==> config.mk <==
export PLATFORM = sky130hd
export DESIGN_NAME = pvd_pin_ctrl
export DESIGN_NICKNAME = d
export VERILOG_FILES = /design/src/hw/pvd_pkg.sv /design/src/hw/pvd_pin_ctrl.sv
export SDC_FILE = /design/constraint.sdc
export NUM_CORES = 1
export LEC_CHECK = 0
export BUFFER_PORTS_ARGS = -buffer_cell sky130_fd_sc_hd__buf_2
export CORE_MARGIN = 10
export CORE_UTILIZATION = 47
export CTS_BUF_LIST = sky130_fd_sc_hd__clkbuf_2
export DETAILED_ROUTE_END_ITERATION = 10
export PLACE_DENSITY = 0.65
export SYNTH_ARGS = -nofsm -noshare
export SYNTH_HDL_FRONTEND = slang
export SYNTH_SLANG_ARGS = --single-unit
==> constraint.sdc <==
create_clock -name CLK_I -period 17.4 [get_ports CLK_I]
set_input_delay 0 -clock CLK_I [delete_from_list [all_inputs] [get_ports CLK_I]]
set_output_delay 0 -clock CLK_I [all_outputs]
set_load 0.1 [all_outputs]
==> src/hw/pvd_pkg.sv <==
package pvd_pkg;
    localparam int SLOT_N = 8;
    localparam logic [4:0] REF_MAX = 5'h04;
    localparam logic [1:0] TRY_INIT = 2'h3;
    localparam logic [7:0] UQ_USE = 8'h08;
    localparam logic [7:0] UQ_OFF = 8'h00;
    localparam logic [4:0] LEN_NONE = 5'h00;
    localparam logic [4:0] LEN_PIN = 5'h08;
    localparam logic [4:0] LEN_CHG = 5'h10;
    localparam logic [15:0] SW_OK = 16'h9000;
    localparam logic [15:0] SW_RETRY = 16'h63c0;
    localparam logic [15:0] SW_BLOCKED = 16'h6983;
    localparam logic [15:0] SW_DENIED = 16'h6985;
    localparam logic [15:0] SW_BAD_LEN = 16'h6700;
    localparam logic [15:0] SW_BAD_P1P2 = 16'h6a86;
    localparam logic [15:0] SW_NO_REF = 16'h6a88;

    typedef enum logic [1:0] {OP_VERIFY, OP_CHANGE, OP_DISABLE} pvd_op_e;
    typedef logic [2:0] pvd_idx_t;

    typedef struct packed {
        logic valid;
        pvd_op_e op;
        logic [7:0] p1;
        logic [7:0] p2;
        logic [4:0] lc;
        logic [63:0] pin;
        logic [63:0] pin_new;
    } pvd_cmd_s;

    typedef struct packed {
        logic valid;
        logic [15:0] sw;
    } pvd_rsp_s;

    typedef struct packed {
        logic [63:0] pin;
        logic [1:0] tries;
        logic blocked;
        logic enabled;
        logic repl;
        logic [1:0] repl_idx;
        logic [7:0] uq;
    } pvd_nv_s;

    typedef struct packed {
        pvd_nv_s [SLOT_N-1:0] nv;
        logic [SLOT_N-1:0] verified;
        pvd_rsp_s rsp;
        logic reval;
        logic acc_ok;
    } pvd_state_s;
endpackage : pvd_pkg
==> src/hw/pvd_pin_ctrl.sv <==
// Function
// RQ1: Verify compares only enabled, unblocked PINs
// RQ2: Verified status is shared by all channels
// RQ3: PIN-guarded access needs verification unless disabled
// RQ4: Correct verify reloads attempts to three
// RQ5: Wrong verify decrements attempts on any channel
// RQ6: First wrong presentation answers 63C2
// RQ7: Second consecutive wrong answers 63C1, persistently
// RQ8: Third wrong blocks PIN, answers 63C0
// RQ9: Verify on blocked PIN answers 6983
// RQ10: Blocked PIN never satisfies access until unblocked
// RQ11: Empty verify returns remaining attempts 63CX
// RQ12: Empty verify on blocked PIN gives 63C0
// RQ13: P2 selects class and reference 01..1F; the code accepts references 01..04 only
// RQ14: Change carries old and new PIN, 16 bytes
// RQ15: Change needs enabled PIN; success installs new
// RQ16: New PIN is used at once everywhere
// RQ17: Wrong old PIN decrements, keeps PIN, blocks
// RQ18: Disable refused when disabled or blocked
// RQ19: Correct disable reloads three, marks disabled
// RQ20: Wrong disable decrements, stays enabled, blocks
// RQ21: Disabled PIN frees files, replacement excepted
// RQ22: Disable P1 codes replacement global key
// RQ23: Replacement key gets qualifier 08, then required
// RQ24: Successful disable triggers environment re-validation
// RQ25: Attempts, blocked, enabled survive session reset
module pvd_pin_ctrl
(
    input wire logic CLK_I,
    input wire logic RST_I,
    input wire logic PERSO_I,
    input wire logic [63:0] PERSO_PIN_I,
    input wire pvd_pkg::pvd_cmd_s CMD_I,
    output pvd_pkg::pvd_rsp_s RSP_O,
    input wire logic [7:0] ACC_REF_I,
    input wire logic ACC_MULTI_I,
    output logic ACC_OK_O,
    output logic SE_REVAL_O
);
    import pvd_pkg::*;

    ////////////////////////////////////////////////////////////////
    // State
    pvd_state_s q;
    pvd_state_s next_q;

    ////////////////////////////////////////////////////////////////
    // Command decode
    logic [4:0] ref_no;
    logic p2_bad;
    logic ref_ok;
    pvd_idx_t idx;
    pvd_nv_s sl;
    logic p1_bad;
    logic rep_req;
    logic rep_ok;
    logic [1:0] rep_idx;
    logic len_bad;
    logic query;
    logic match;
    logic go;
    logic [1:0] dec_tries;

    assign ref_no = CMD_I.p2[4:0];
    // Class in b8, b7..b6 must be zero, reference never zero
    assign p2_bad = (CMD_I.p2[6:5] != 2'h0) || (ref_no == 5'h00); // RQ13
    assign ref_ok = ref_no <= REF_MAX; // RQ13
    assign idx = {CMD_I.p2[7], 2'(ref_no - 5'h01)}; // RQ13
    assign sl = q.nv[idx];

    assign rep_req = (CMD_I.op == OP_DISABLE) && CMD_I.p1[7]; // RQ22
    assign rep_idx = 2'(CMD_I.p1[4:0] - 5'h01);
    assign rep_ok = !rep_req || (CMD_I.p1[4:0] <= REF_MAX);

    always_comb
    begin
        if (rep_req)
        begin
            p1_bad = (CMD_I.p1[6:5] != 2'h0) || (CMD_I.p1[4:0] == 5'h00); // RQ22
        end
        else
        begin
            // Only 00 is legal; 01 is a reserved_value
            p1_bad = CMD_I.p1 != 8'h00; // RQ22
        end
    end

    always_comb
    begin
        case (CMD_I.op)
            OP_VERIFY:
            begin
                len_bad = (CMD_I.lc != LEN_NONE) && (CMD_I.lc != LEN_PIN);
            end
            OP_CHANGE:
            begin
                len_bad = CMD_I.lc != LEN_CHG; // RQ14
            end
            OP_DISABLE:
            begin
                len_bad = CMD_I.lc != LEN_PIN;
            end
            default:
            begin
                len_bad = 1'b1;
            end
        endcase
    end

    assign query = (CMD_I.op == OP_VERIFY) && (CMD_I.lc == LEN_NONE);
    assign match = CMD_I.pin == sl.pin;
    assign dec_tries = sl.tries - 2'h1;
    // A presentation that reaches the PIN itself
    assign go = CMD_I.valid && !p1_bad && !p2_bad && !len_bad && ref_ok && rep_ok && !query;

    ////////////////////////////////////////////////////////////////
    // Access check decode
    logic [4:0] a_ref;
    logic a_ok;
    pvd_idx_t a_idx;
    pvd_nv_s as_;
    pvd_idx_t r_idx;

    assign a_ref = ACC_REF_I[4:0];
    assign a_ok = (ACC_REF_I[6:5] == 2'h0) && (a_ref != 5'h00) && (a_ref <= REF_MAX);
    assign a_idx = {ACC_REF_I[7], 2'(a_ref - 5'h01)};
    assign as_ = q.nv[a_idx];
    assign r_idx = {1'b0, as_.repl_idx};

    ////////////////////////////////////////////////////////////////
    // Next state
    always_comb
    begin
        next_q = q;
        next_q.rsp.valid = 1'b0;
        next_q.reval = 1'b0;

        if (CMD_I.valid)
        begin
            next_q.rsp.valid = 1'b1;
            if (p1_bad || p2_bad)
            begin
                next_q.rsp.sw = SW_BAD_P1P2;
            end
            else if (len_bad)
            begin
                next_q.rsp.sw = SW_BAD_LEN;
            end
            else if (!ref_ok || !rep_ok)
            begin
                next_q.rsp.sw = SW_NO_REF;
            end
            else if (query)
            begin
                // Blocked means zero attempts left, so 63C0
                next_q.rsp.sw = SW_RETRY | {14'h0000, sl.tries}; // RQ11 RQ12
            end
            else if (sl.blocked)
            begin
                next_q.rsp.sw = SW_BLOCKED; // RQ9
            end
            else if (!sl.enabled)
            begin
                next_q.rsp.sw = SW_DENIED; // RQ1 RQ15 RQ18
            end
            else if (match)
            begin
                next_q.rsp.sw = SW_OK;
                next_q.nv[idx].tries = TRY_INIT; // RQ4 RQ15 RQ19
                next_q.verified[idx] = 1'b1; // RQ2
                if (CMD_I.op == OP_CHANGE)
                begin
                    next_q.nv[idx].pin = CMD_I.pin_new; // RQ15 RQ16
                end
                if (CMD_I.op == OP_DISABLE)
                begin
                    next_q.nv[idx].enabled = 1'b0; // RQ19
                    next_q.reval = 1'b1; // RQ24
                    next_q.nv[idx].repl = rep_req; // RQ21
                    next_q.nv[idx].repl_idx = rep_idx;
                    if (rep_req)
                    begin
                        next_q.nv[{1'b0, rep_idx}].uq = UQ_USE; // RQ23
                    end
                end
            end
            else
            begin
                // Stored PIN stays; the count goes down on any channel
                next_q.nv[idx].tries = dec_tries; // RQ5 RQ17 RQ20
                next_q.verified[idx] = 1'b0;
                next_q.rsp.sw = SW_RETRY | {14'h0000, dec_tries}; // RQ6 RQ7 RQ8
                if (dec_tries == 2'h0)
                begin
                    next_q.nv[idx].blocked = 1'b1; // RQ8 RQ17 RQ20
                end
            end
        end

        // Access decision, shared by every channel
        if (!a_ok)
        begin
            next_q.acc_ok = 1'b0;
        end
        else if (as_.blocked && as_.enabled)
        begin
            next_q.acc_ok = 1'b0; // RQ10
        end
        else if (as_.enabled)
        begin
            next_q.acc_ok = q.verified[a_idx]; // RQ3
        end
        else if (as_.repl && !ACC_MULTI_I && q.nv[r_idx].uq == UQ_USE)
        begin
            next_q.acc_ok = q.verified[r_idx]; // RQ21 RQ23
        end
        else
        begin
            next_q.acc_ok = 1'b1; // RQ3 RQ21
        end

        // Personalisation loads the persistent part
        if (PERSO_I)
        begin
            for (int i = 0; i < SLOT_N; i++)
            begin
                next_q.nv[i].pin = PERSO_PIN_I;
                next_q.nv[i].tries = TRY_INIT;
                next_q.nv[i].blocked = 1'b0;
                next_q.nv[i].enabled = 1'b1;
                next_q.nv[i].repl = 1'b0;
                next_q.nv[i].repl_idx = 2'h0;
                next_q.nv[i].uq = UQ_OFF;
            end
            next_q.verified = '0;
        end

        // Session reset leaves the persistent part alone
        if (RST_I)
        begin
            next_q.verified = '0; // RQ25
            next_q.rsp = '0;
            next_q.reval = 1'b0;
            next_q.acc_ok = 1'b0;
        end
    end

    always_ff @(posedge CLK_I)
    begin
        q <= next_q;
    end

    assign RSP_O = q.rsp;
    assign ACC_OK_O = q.acc_ok;
    assign SE_REVAL_O = q.reval;

    logic live;
    assign live = go && sl.enabled && !sl.blocked;
endmodule : pvd_pin_ctrl

* Word level (Yosys, flattened, before mapping) *
Cells that the tools add are included.

storage, ports and cells
  output and inout bits = 19
  memories kept = 0
  memory bits (read-only) = 0
  bits in latches = 0
  register bits = 659
  bits in writable memories = 0

operators by class
  reduce and logical (&&, ||, !) cells = 37
  $lt $le $gt $ge = 9
  muxes and demuxes = 74
  equality and inequality tests = 11
  bitwise logic cells = 12
  multipliers = 0
  shift operators = 0
  divide/modulo/power cells = 0
  add/sub/neg operators = 4

operators by type and width
  cell                                                                               count
  632-bit two-way mux                                                                12
  640-bit two-way mux                                                                8
  632-bit bitwise mux                                                                8
  79-bit demux with 3-bit select                                                     6
  658-bit two-way mux                                                                1
  79-bit binary-select mux with 3-bit select                                         2
  79-bit binary-select mux with 2-bit select                                         1
  79-bit demux with 2-bit select                                                     1
  79-bit two-way mux                                                                 2
  16-bit two-way mux                                                                 7
  64-bit equality test                                                               1
  13-bit two-way mux                                                                 2
  8-bit two-way mux                                                                  2
  5-bit by 3-bit less-or-equal comparator with 1-bit output (second input constant)  3
  5-bit logical NOT                                                                  3
  15-bit two-way mux                                                                 1
  1-bit two-way mux                                                                  14
  7-bit AND reduction                                                                2
  12-bit two-way mux                                                                 1
  11-bit two-way mux                                                                 1
  1-bit logical AND                                                                  10
  10-bit two-way mux                                                                 1
  2-bit inequality test (second input constant)                                      5
  5-bit nonzero test                                                                 2
  other kinds (26)                                                                   51

* Longest topological paths before layout *
Gate-level depths: netlist of run 1.

  depth after elaboration = 31
  depth in mapped cells = 21
  mapped depth without buffers = 11

* Worst setup path before layout of run 1 *
No wires, ideal clock.

  path kind = input -> register
  start point = input CMD_I[133] in the netlist's numbering
  end point = register q[516] in the netlist's numbering (enable)
  data required time = 16.739 ns
  arrival time = 9.627 ns
  setup slack = 7.112 ns
  stages on the path = 17
  path through = buf_6 > buf_12 > clkinv_1 > buf_2 > ha_1 > buf_2 > buf_2 > buf_2 > clkbuf_1 > o2bb2ai_1 > a221oi_1 > xor2_1 > o221ai_1 > nor4_1 > nand4_1 > clkbuf_1 > o41ai_1

on the way
  cells in the longest elaborated chain, start to end = 5
  elaborated cells on any way between the ends = 14
  those cells by class = 1 x add/sub; 1 x order compare; 3 x eq/ne; 2 x mux; 7 x reduce/logical

RTL lines
  item                                                                          line                 RTL
  start, declared                                                               pvd_pin_ctrl.sv:33   input wire pvd_pkg::pvd_cmd_s CMD_I,
  2-bit by 1-bit subtractor with 2-bit output (tied with other cells)           pvd_pin_ctrl.sv:68   assign idx = {CMD_I.p2[7], 2'(ref_no - 5'h01)};
  79-bit binary-select mux with 3-bit select (tied with other cells)            pvd_pin_ctrl.sv:69   assign sl = q.nv[idx];
  79-bit two-way mux (not written as such) (tied with other cells)              pvd_pin_ctrl.sv:69
  2-bit inequality test (no source line) or 2-bit nonzero test (tied branches)  --
  7-bit AND reduction (no source line) (*)                                      --
  end signal, assigned                                                          pvd_pin_ctrl.sv:250  q <= next_q;
  end, declared                                                                 pvd_pin_ctrl.sv:44   pvd_state_s q;

Every way passes the cells marked *; elsewhere a longest branch is shown, timed or not. The select of a mux whose other input is x is not followed.
A chain may end at the register's enable or synchronous reset.

==> results of run 1 <==
## state kept, by name, indices dropped and copies added (netlist names), named ones only
signal and flops:
ACC_OK_O 1, RSP_O 13, SE_REVAL_O 1, q 572
## area by class of cell
class	count	area [um^2]	share of cell area [%]
multi-input combinational	1440	10100	28.6
clock inverter	40	345	0.977
antenna	1	2.50	0.00708
clock buffer	223	1120	3.16
timing repair buffer	693	5670	16.0
sequential	595	17000	48.2
inverter	24	90.1	0.255
tap	773	967	2.74
## worst max-delay path, stage by stage
cell and delay, ns:
dlygate4sd3_1 0.54, buf_4 0.45, clkinv_1 0.25, ha_4 0.74, buf_4 0.55, nand2b_1 0.70, o22ai_1 0.20, a221oi_1 0.31
xnor2_1 0.27, nand4_1 0.15, dlygate4sd3_1 0.58, nor4b_1 0.37, dlygate4sd3_1 0.61, and4_1 0.61, dlygate4sd3_1 1.01, nand2_2 0.12
buf_4 0.46, o21ai_0 0.38, dlygate4sd3_1 0.60
## metrics by stage
stage / cell area (um^2) / setup WS, ns / total power [mW] / cells / utilization (%)
after global placement: 29700 / 10.39 / 2.09 / 3105 / 50.2
after CTS: 35300 / 9.99 / 3.17 / 3788 / 59.8
after global routing: 35300 / 9.43 / 3.29 / 3789 / 59.8
after detailed placement: 29700 / 10.25 / 2.10 / 3105 / 50.2
after floorplan: 28100 / 7.11 / 1.96 / 2223 / -
final: 35300 / 9.59 / 3.18 / 3789 / 59.8
## synth_stat cells (4+ instances only)
cell and number:
a211oi_1 10, o2bb2ai_1 6, xnor2_1 29, and4_1 4
xor2_1 28, nor2_1 41, buf_2 22, nand3_1 16
nor4_1 9, buf_12 4, mux4_1 8, mux2_2 37
nand3_2 7, buf_1 4, buf_6 13, o22ai_1 27
nor2b_1 8, nor3b_1 7, nand4_1 18, mux2i_1 160
ha_1 7, clkbuf_1 93, nor3_1 35, nand2_1 190
o21ai_0 528, nand3b_1 7, a221oi_1 16, dfxtp_1 83
nand4b_1 4, buf_4 25, a31oi_1 21, a21o_1 13
inv_1 23, a22oi_1 28, and3_1 9, a21oi_1 34
mux4_2 56, nand2b_1 15, nor4b_1 5, or2_2 4
a32o_1 5, edfxtp_1 512
## logic make-up (layout without fill, tap and decap cells)
| group | count (synthesis) | after routing | share of synthesized area (%) |
|---|---|---|---|
| flops | 595 | 595 | 60.7 |
| compound gates | 712 | 712 | 14.0 |
| xor+xnor | 57 | 57 | 1.78 |
| buf+inv | 188 | 980 | 3.65 |
| mux | 261 | 261 | 12.4 |
| simple gates | 401 | 401 | 7.10 |
| other cells | 1 | 3 | 0.0134 |
| fa+ha+maj | 7 | 7 | 0.312 |
## how the worst max path moves through the flow
stage,from,endpoint,cells past startpoint
CTS,CMD_I[133],q[336],19
finish,CMD_I[133],q[309],19
global route,CMD_I[133],q[309],19
floorplan,CMD_I[133],q[516],17
global placement,CMD_I[133],q[336],15
detailed placement,CMD_I[133],q[302],15
## layer usage
metal,wire length (um),track usage (%),share of wire (%)
met1,37300,33.9,39
met2,45700,42.9,48
met3,10100,7.43,11
met4,2640,9.60,2.8
met5,0,0,0
## power groups by stage
stage	clock [mW]	combinational (mW)	sequential, mW
finish	1.02	0.469	1.68
global placement	0	0.382	1.71
floorplan	0	0.250	1.71
global route	1.11	0.495	1.69
detailed placement	0	0.388	1.71
CTS	1.04	0.457	1.68
==> flow_summary.yaml, run 1 <==
clocking:
  holdBufCountCts: 420
  ctsResizeCount: 0
  cts_sinks: 595
  path_clk_slew_ns: 0.11
  cts_made_buffers: 153
  cts-root-buf: "clkbuf_2"
  clk_latency_ns: 1.35
  htree_num_levels: 4
  cts_buffer_depth: 3
  post_cts_buffers: 0
  cts_tree: "done"
power_and_ir_drop:
  power.switching_uw: 881
  p_seq_share_pct: 53.0
  power.clock.fraction_pct: 32.3
  power.leakage_nw: 13.3
  switching_share_pct: 27.7
  intPower_mw: 2.29
  irDropWorstVdd_mv: 0.0623
  cellPowerDensity_nw_per_um2: 89.8
  comb_power_share_pct: 14.8
critical_path:
  cp-start-kind: "input pin"
  crit_path_end_kind: "flip-flop"
  r2r_start: "q[536]"
  required_ns: 18.58
  r2r-end: "q[309]"
  worstRegToRegCells: 14
  ff2ff_setup_slack_ns: 10.98
  cp_max_fo: 64
  crit_type: "input pin to flip-flop"
  crit_arrival_ns: 9.00
global_routing:
  grt_pass1_vias: 23441
  grt.total_usage_pct: 26.6
  antenna_found_initial: 1
  grt_pass1_wl_mm: 142
  grt_max_degree: 122
  globalRoute.totalOverflow: 0
yosys:
  synth_area_um2: 28100
  synthFlopType: "edfxtp_1"
  post-synth-top-area-cell: "edfxtp_1"
  avgSynthCellArea_um2: 12.6
  synth_seq_cells: 595
  yosys_warnings: 0
  netlist_instances: 2222
  yosysSeqAreaShare_pct: 60.7
  synth_top_cell_area_share_pct: 54.8
  yosysUniqueCellTypes: 75
  async_reset_ff_share_pct: 0
  synth_edf_count: 512
  yosys-top-cells-area: "edfxtp_1 (55%), o21ai_0 (9.4%), dfxtp_1 (5.9%), mux2i_1 (5.7%), mux4_2 (4.5%)"
sta:
  drv_slew: 0
  setup_viol: 0
  min_period_ns: 7.81
  tns_ns: 0
  finalClockSkew_ns: 0.132
  rsz0062_at_grt: "no"
  fmax_mhz: 128
  tightest_slew_ns: 1.21
  finalHoldViolCount: 0
  fin_crit_sh_pct: 44.9
  relSlewSlack_pct: 19.4
  hold_slack_ns: 0.197
finish:
  drive_gt1_share_pct: 21.2
  area_growth_pct: 25.9
  final_cell_mix: "o21ai_0 (528), edfxtp_1 (512), dlygate4sd3_1 (420)"
  fillers: 4702
  nNetsFinal: 3142
  final_common_cell: "o21ai_0"
drt:
  drt-initial-drc-count: 2762
  first_pass_iters: 8
  routedWlPerCell_um: 25.3
  drc: 0
  num_vias: 23101
  viasPerCell: 6.10
  routed_wirelength_mm: 95.7
  antenna_left: 0
floorplan:
  coreArea_um2: 59100
  initial_core_util_pct: 47.5
  ioPinCount: 247
  die_area_um2: 69900
  chipWidth_um: 264
  die_h_um: 264
  num_rows: 89
placement:
  dpl.hpwl_mm: 54.3
  routabilityCongestion: 0.865
  numPortBuffers: 244
worst_hold_path:
  holdCritPathClass: "input pin to flip-flop"
  whs_path_depth: 5
  hold_end: "q[493]"
  hold_path_startpoint: "PERSO_PIN_I[56]"
outcome:
  status: "complete, no violations"
job:
  max_cap_violations: 0
Note: power is estimated with default switching activity, not from simulation.
==> inputs of run 2 (changes only) <==
--- a/config.mk
+++ b/config.mk
@@ -5,12 +5,13 @@
 export SDC_FILE = /design/constraint.sdc
 export NUM_CORES = 1
 export LEC_CHECK = 0
+export ABC_AREA = 1
 export BUFFER_PORTS_ARGS = -buffer_cell sky130_fd_sc_hd__buf_2
 export CORE_MARGIN = 10
 export CORE_UTILIZATION = 47
 export CTS_BUF_LIST = sky130_fd_sc_hd__clkbuf_2
 export DETAILED_ROUTE_END_ITERATION = 10
-export PLACE_DENSITY = 0.65
+export PLACE_DENSITY = 0.68
 export SYNTH_ARGS = -nofsm -noshare
 export SYNTH_HDL_FRONTEND = slang
 export SYNTH_SLANG_ARGS = --single-unit
==> constraint.sdc (replaced) <==
create_clock -name CLK_I -period 6.9 [get_ports CLK_I]
set_input_delay 0 -clock CLK_I [delete_from_list [all_inputs] [get_ports CLK_I]]
set_output_delay 0 -clock CLK_I [all_outputs]
set_load 0.1 [all_outputs]
==> run 2 against run 1 <==
Compared with the run above: cell count rose by 33%; sequential share of layout area fell by 2.9 points; largest power group unchanged; die area rose by 9.0%; critical path type unchanged; routed wire length rose by 7.8%; non-clock buffer count fell by 19; sequential power rose to 2.5 times the previous value; clock skew fell by 0.037 ns.
==> flow_summary.yaml, run 2 <==
global_routing:
  antenna_found_initial: 5
  grt_pass1_wl_mm: 156
  grt_max_degree: 114
  grt_pass1_vias: 27521
  globalRoute.totalOverflow: 0
  grt.total_usage_pct: 26.6
sta:
  tightest_slew_ns: 1.12
  tns_ns: 0
  relSlewSlack_pct: 25.1
  finalHoldViolCount: 0
  setup_viol: 0
  rsz0062_at_grt: "no"
  fin_ws_ns: 0.268
  fmax_mhz: 151
  drv_slew: 0
  min_period_ns: 6.63
  fin_crit_sh_pct: 96.1
  finalClockSkew_ns: 0.0944
critical_path:
  crit_type: "input pin to flip-flop"
  cp-start-kind: "input pin"
  cp_max_fo: 113
  crit_path_end_kind: "flip-flop"
  required_ns: 8.11
  crit_arrival_ns: 7.85
  cpPeakStageDelay_ns: 0.85
  slowest_stage: "dlygate4sd3_1"
yosys:
  yosysUniqueCellTypes: 57
  synth_area_um2: 30800
  yosys_warnings: 0
  synth_most_common_cell: "nand2_1"
  yosysSeqAreaShare_pct: 55.3
  synth_edf_count: 512
  synth.top_cells.by_count: "nand2_1 (775), edfxtp_1 (512), inv_1 (369), o21ai_0 (356), nor2_1 (302)"
  synthFlopType: "edfxtp_1"
  yosys-top-cells-area: "edfxtp_1 (50%), nand2_1 (9.4%), o21ai_0 (5.8%), dfxtp_1 (5.4%), inv_1 (4.5%)"
  synth_seq_cells: 595
  netlist_instances: 3429
  post-synth-top-area-cell: "edfxtp_1"
  avgSynthCellArea_um2: 8.98
  synth_top_cell_area_share_pct: 49.9
  async_reset_ff_share_pct: 0
job:
  max_cap_violations: 0
floorplan:
  die_h_um: 276
  coreArea_um2: 64700
  chipWidth_um: 276
  die_area_um2: 76200
  num_rows: 93
  initial_core_util_pct: 47.6
  ioPinCount: 247
power_and_ir_drop:
  p_seq_share_pct: 53.6
  irDropWorstVdd_mv: 0.137
  power.leakage_nw: 15.9
  power.clock.fraction_pct: 31.3
  comb_power_share_pct: 15.1
  cellPowerDensity_nw_per_um2: 210
  switching_share_pct: 29.2
  design_power_total_mw: 7.90
  power.switching_mw: 2.31
  intPower_mw: 5.59
finish:
  largest_reg_flops: 572
  area_growth_pct: 22.2
  utilization_pct: 58.2
  final_common_cell: "nand2_1"
  largest-register: "q"
  stdcell_count: 5050
  final_cell_mix: "nand2_1 (774), edfxtp_1 (512), dlygate4sd3_1 (389)"
  drive_gt1_share_pct: 16.6
  nNetsFinal: 4310
outcome:
  status: "complete, no violations"
clocking:
  htree_num_levels: 4
  cts_buffer_depth: 3
  clk_latency_ns: 1.36
  cts_made_buffers: 157
  path_clk_slew_ns: 0.09
  cts_tree: "done"
  cts-root-buf: "clkbuf_2"
  cts_sinks: 595
drt:
  antenna_left: 0
  viasPerCell: 5.49
  routed_wirelength_mm: 103
  drt-initial-drc-count: 3270
  num_vias: 27733
  drc: 0
  routedWlPerCell_um: 20.4
  first_pass_iters: 7
placement:
  place_inst: 4375
  dpl.hpwl_mm: 58.0
  numPortBuffers: 244
  pre_cts_ws_ns: 1.18
  routabilityCongestion: 0.863
worst_hold_path:
  holdCritPathClass: "input pin to flip-flop"
## run 2: cell families after synthesis
| family | synth area share, % |
|---|---|
| adder cells (fa/ha/maj) | 0.284 |
| XOR/XNOR | 0.0284 |
| buffers and inverters | 8.92 |
| flip-flops | 55.3 |
| AND/OR/NAND/NOR | 21.1 |
| other | 0.0122 |
| AO/OA/AOI/OAI | 14.4 |
## run 2: timing repair
| item | in CTS | in global routing |
|---|---|---|
| setup buffers | 0 | 5 |
| hold buffers | 390 | 0 |
| gates resized for setup | 0 | 3 |
| setup endpoints to repair | 0 | 29 |
| hold endpoints to repair | 705 | 0 |
## run 2: final timing paths
path         startpoint        to  slack [ns]  cells past startpoint
max          CMD_I[133]  RSP_O[7]        0.27                     28
min          CMD_I[133]    q[139]        0.04                      4
max reg2reg      q[173]  RSP_O[7]        0.43                     23
min reg2reg      q[193]    q[193]        0.47                      2
## run 2: per-stage QoR
step	hold slack, ns	instance area [um^2]
3_3_place_gp	0.312	32300
5_1_grt	0.0158	37600
4_1_cts	0.00714	37600
6_report	0.0429	37600
2_1_floorplan	0.163	30800
3_5_place_dp	0.316	32300
## run 2: routing by layer
| metal | up-vias | routed length [um] | track usage, % |
|---|---|---|---|
| met5 | - | 18 | 0 |
| met4 | 4 | 3630 | 11.2 |
| met3 | 285 | 9240 | 5.78 |
| met2 | 1434 | 49500 | 44.0 |
| met1 | 13063 | 40800 | 33.4 |
| li1 | 12947 | - | - |
## run 2: layout make-up
| class | count | area [um^2] |
|---|---|---|
| Antenna cell | 6 | 15.0 |
| Clock buffer | 246 | 1230 |
| Clock inverter | 27 | 145 |
| Fill cell | 5619 | 27100 |
| Inverter | 378 | 1440 |
| Multi-Input combinational cell | 2269 | 11200 |
| Sequential cell | 595 | 17000 |
| Tap cell | 855 | 1070 |
| Timing Repair Buffer | 674 | 5540 |
## run 2: power by group through the flow
stage                     registers, mW  clock network (mW)  logic [mW]
after floorplan                    4.31                   0       0.667
after global placement             4.31                   0       0.972
after detailed placement           4.31                   0       0.992
after CTS                          4.23                2.49        1.16
after global routing               4.26                2.69        1.31
final                              4.23                2.48        1.19
## run 2: worst max-delay path, delay by kind of cell
kind                     cells  cell delay, ns
AND/OR/NAND/NOR             15            1.81
adder cells (fa/ha/maj)      1            0.47
buffers and inverters       11            5.42
AO/OA/AOI/OAI                1            0.06
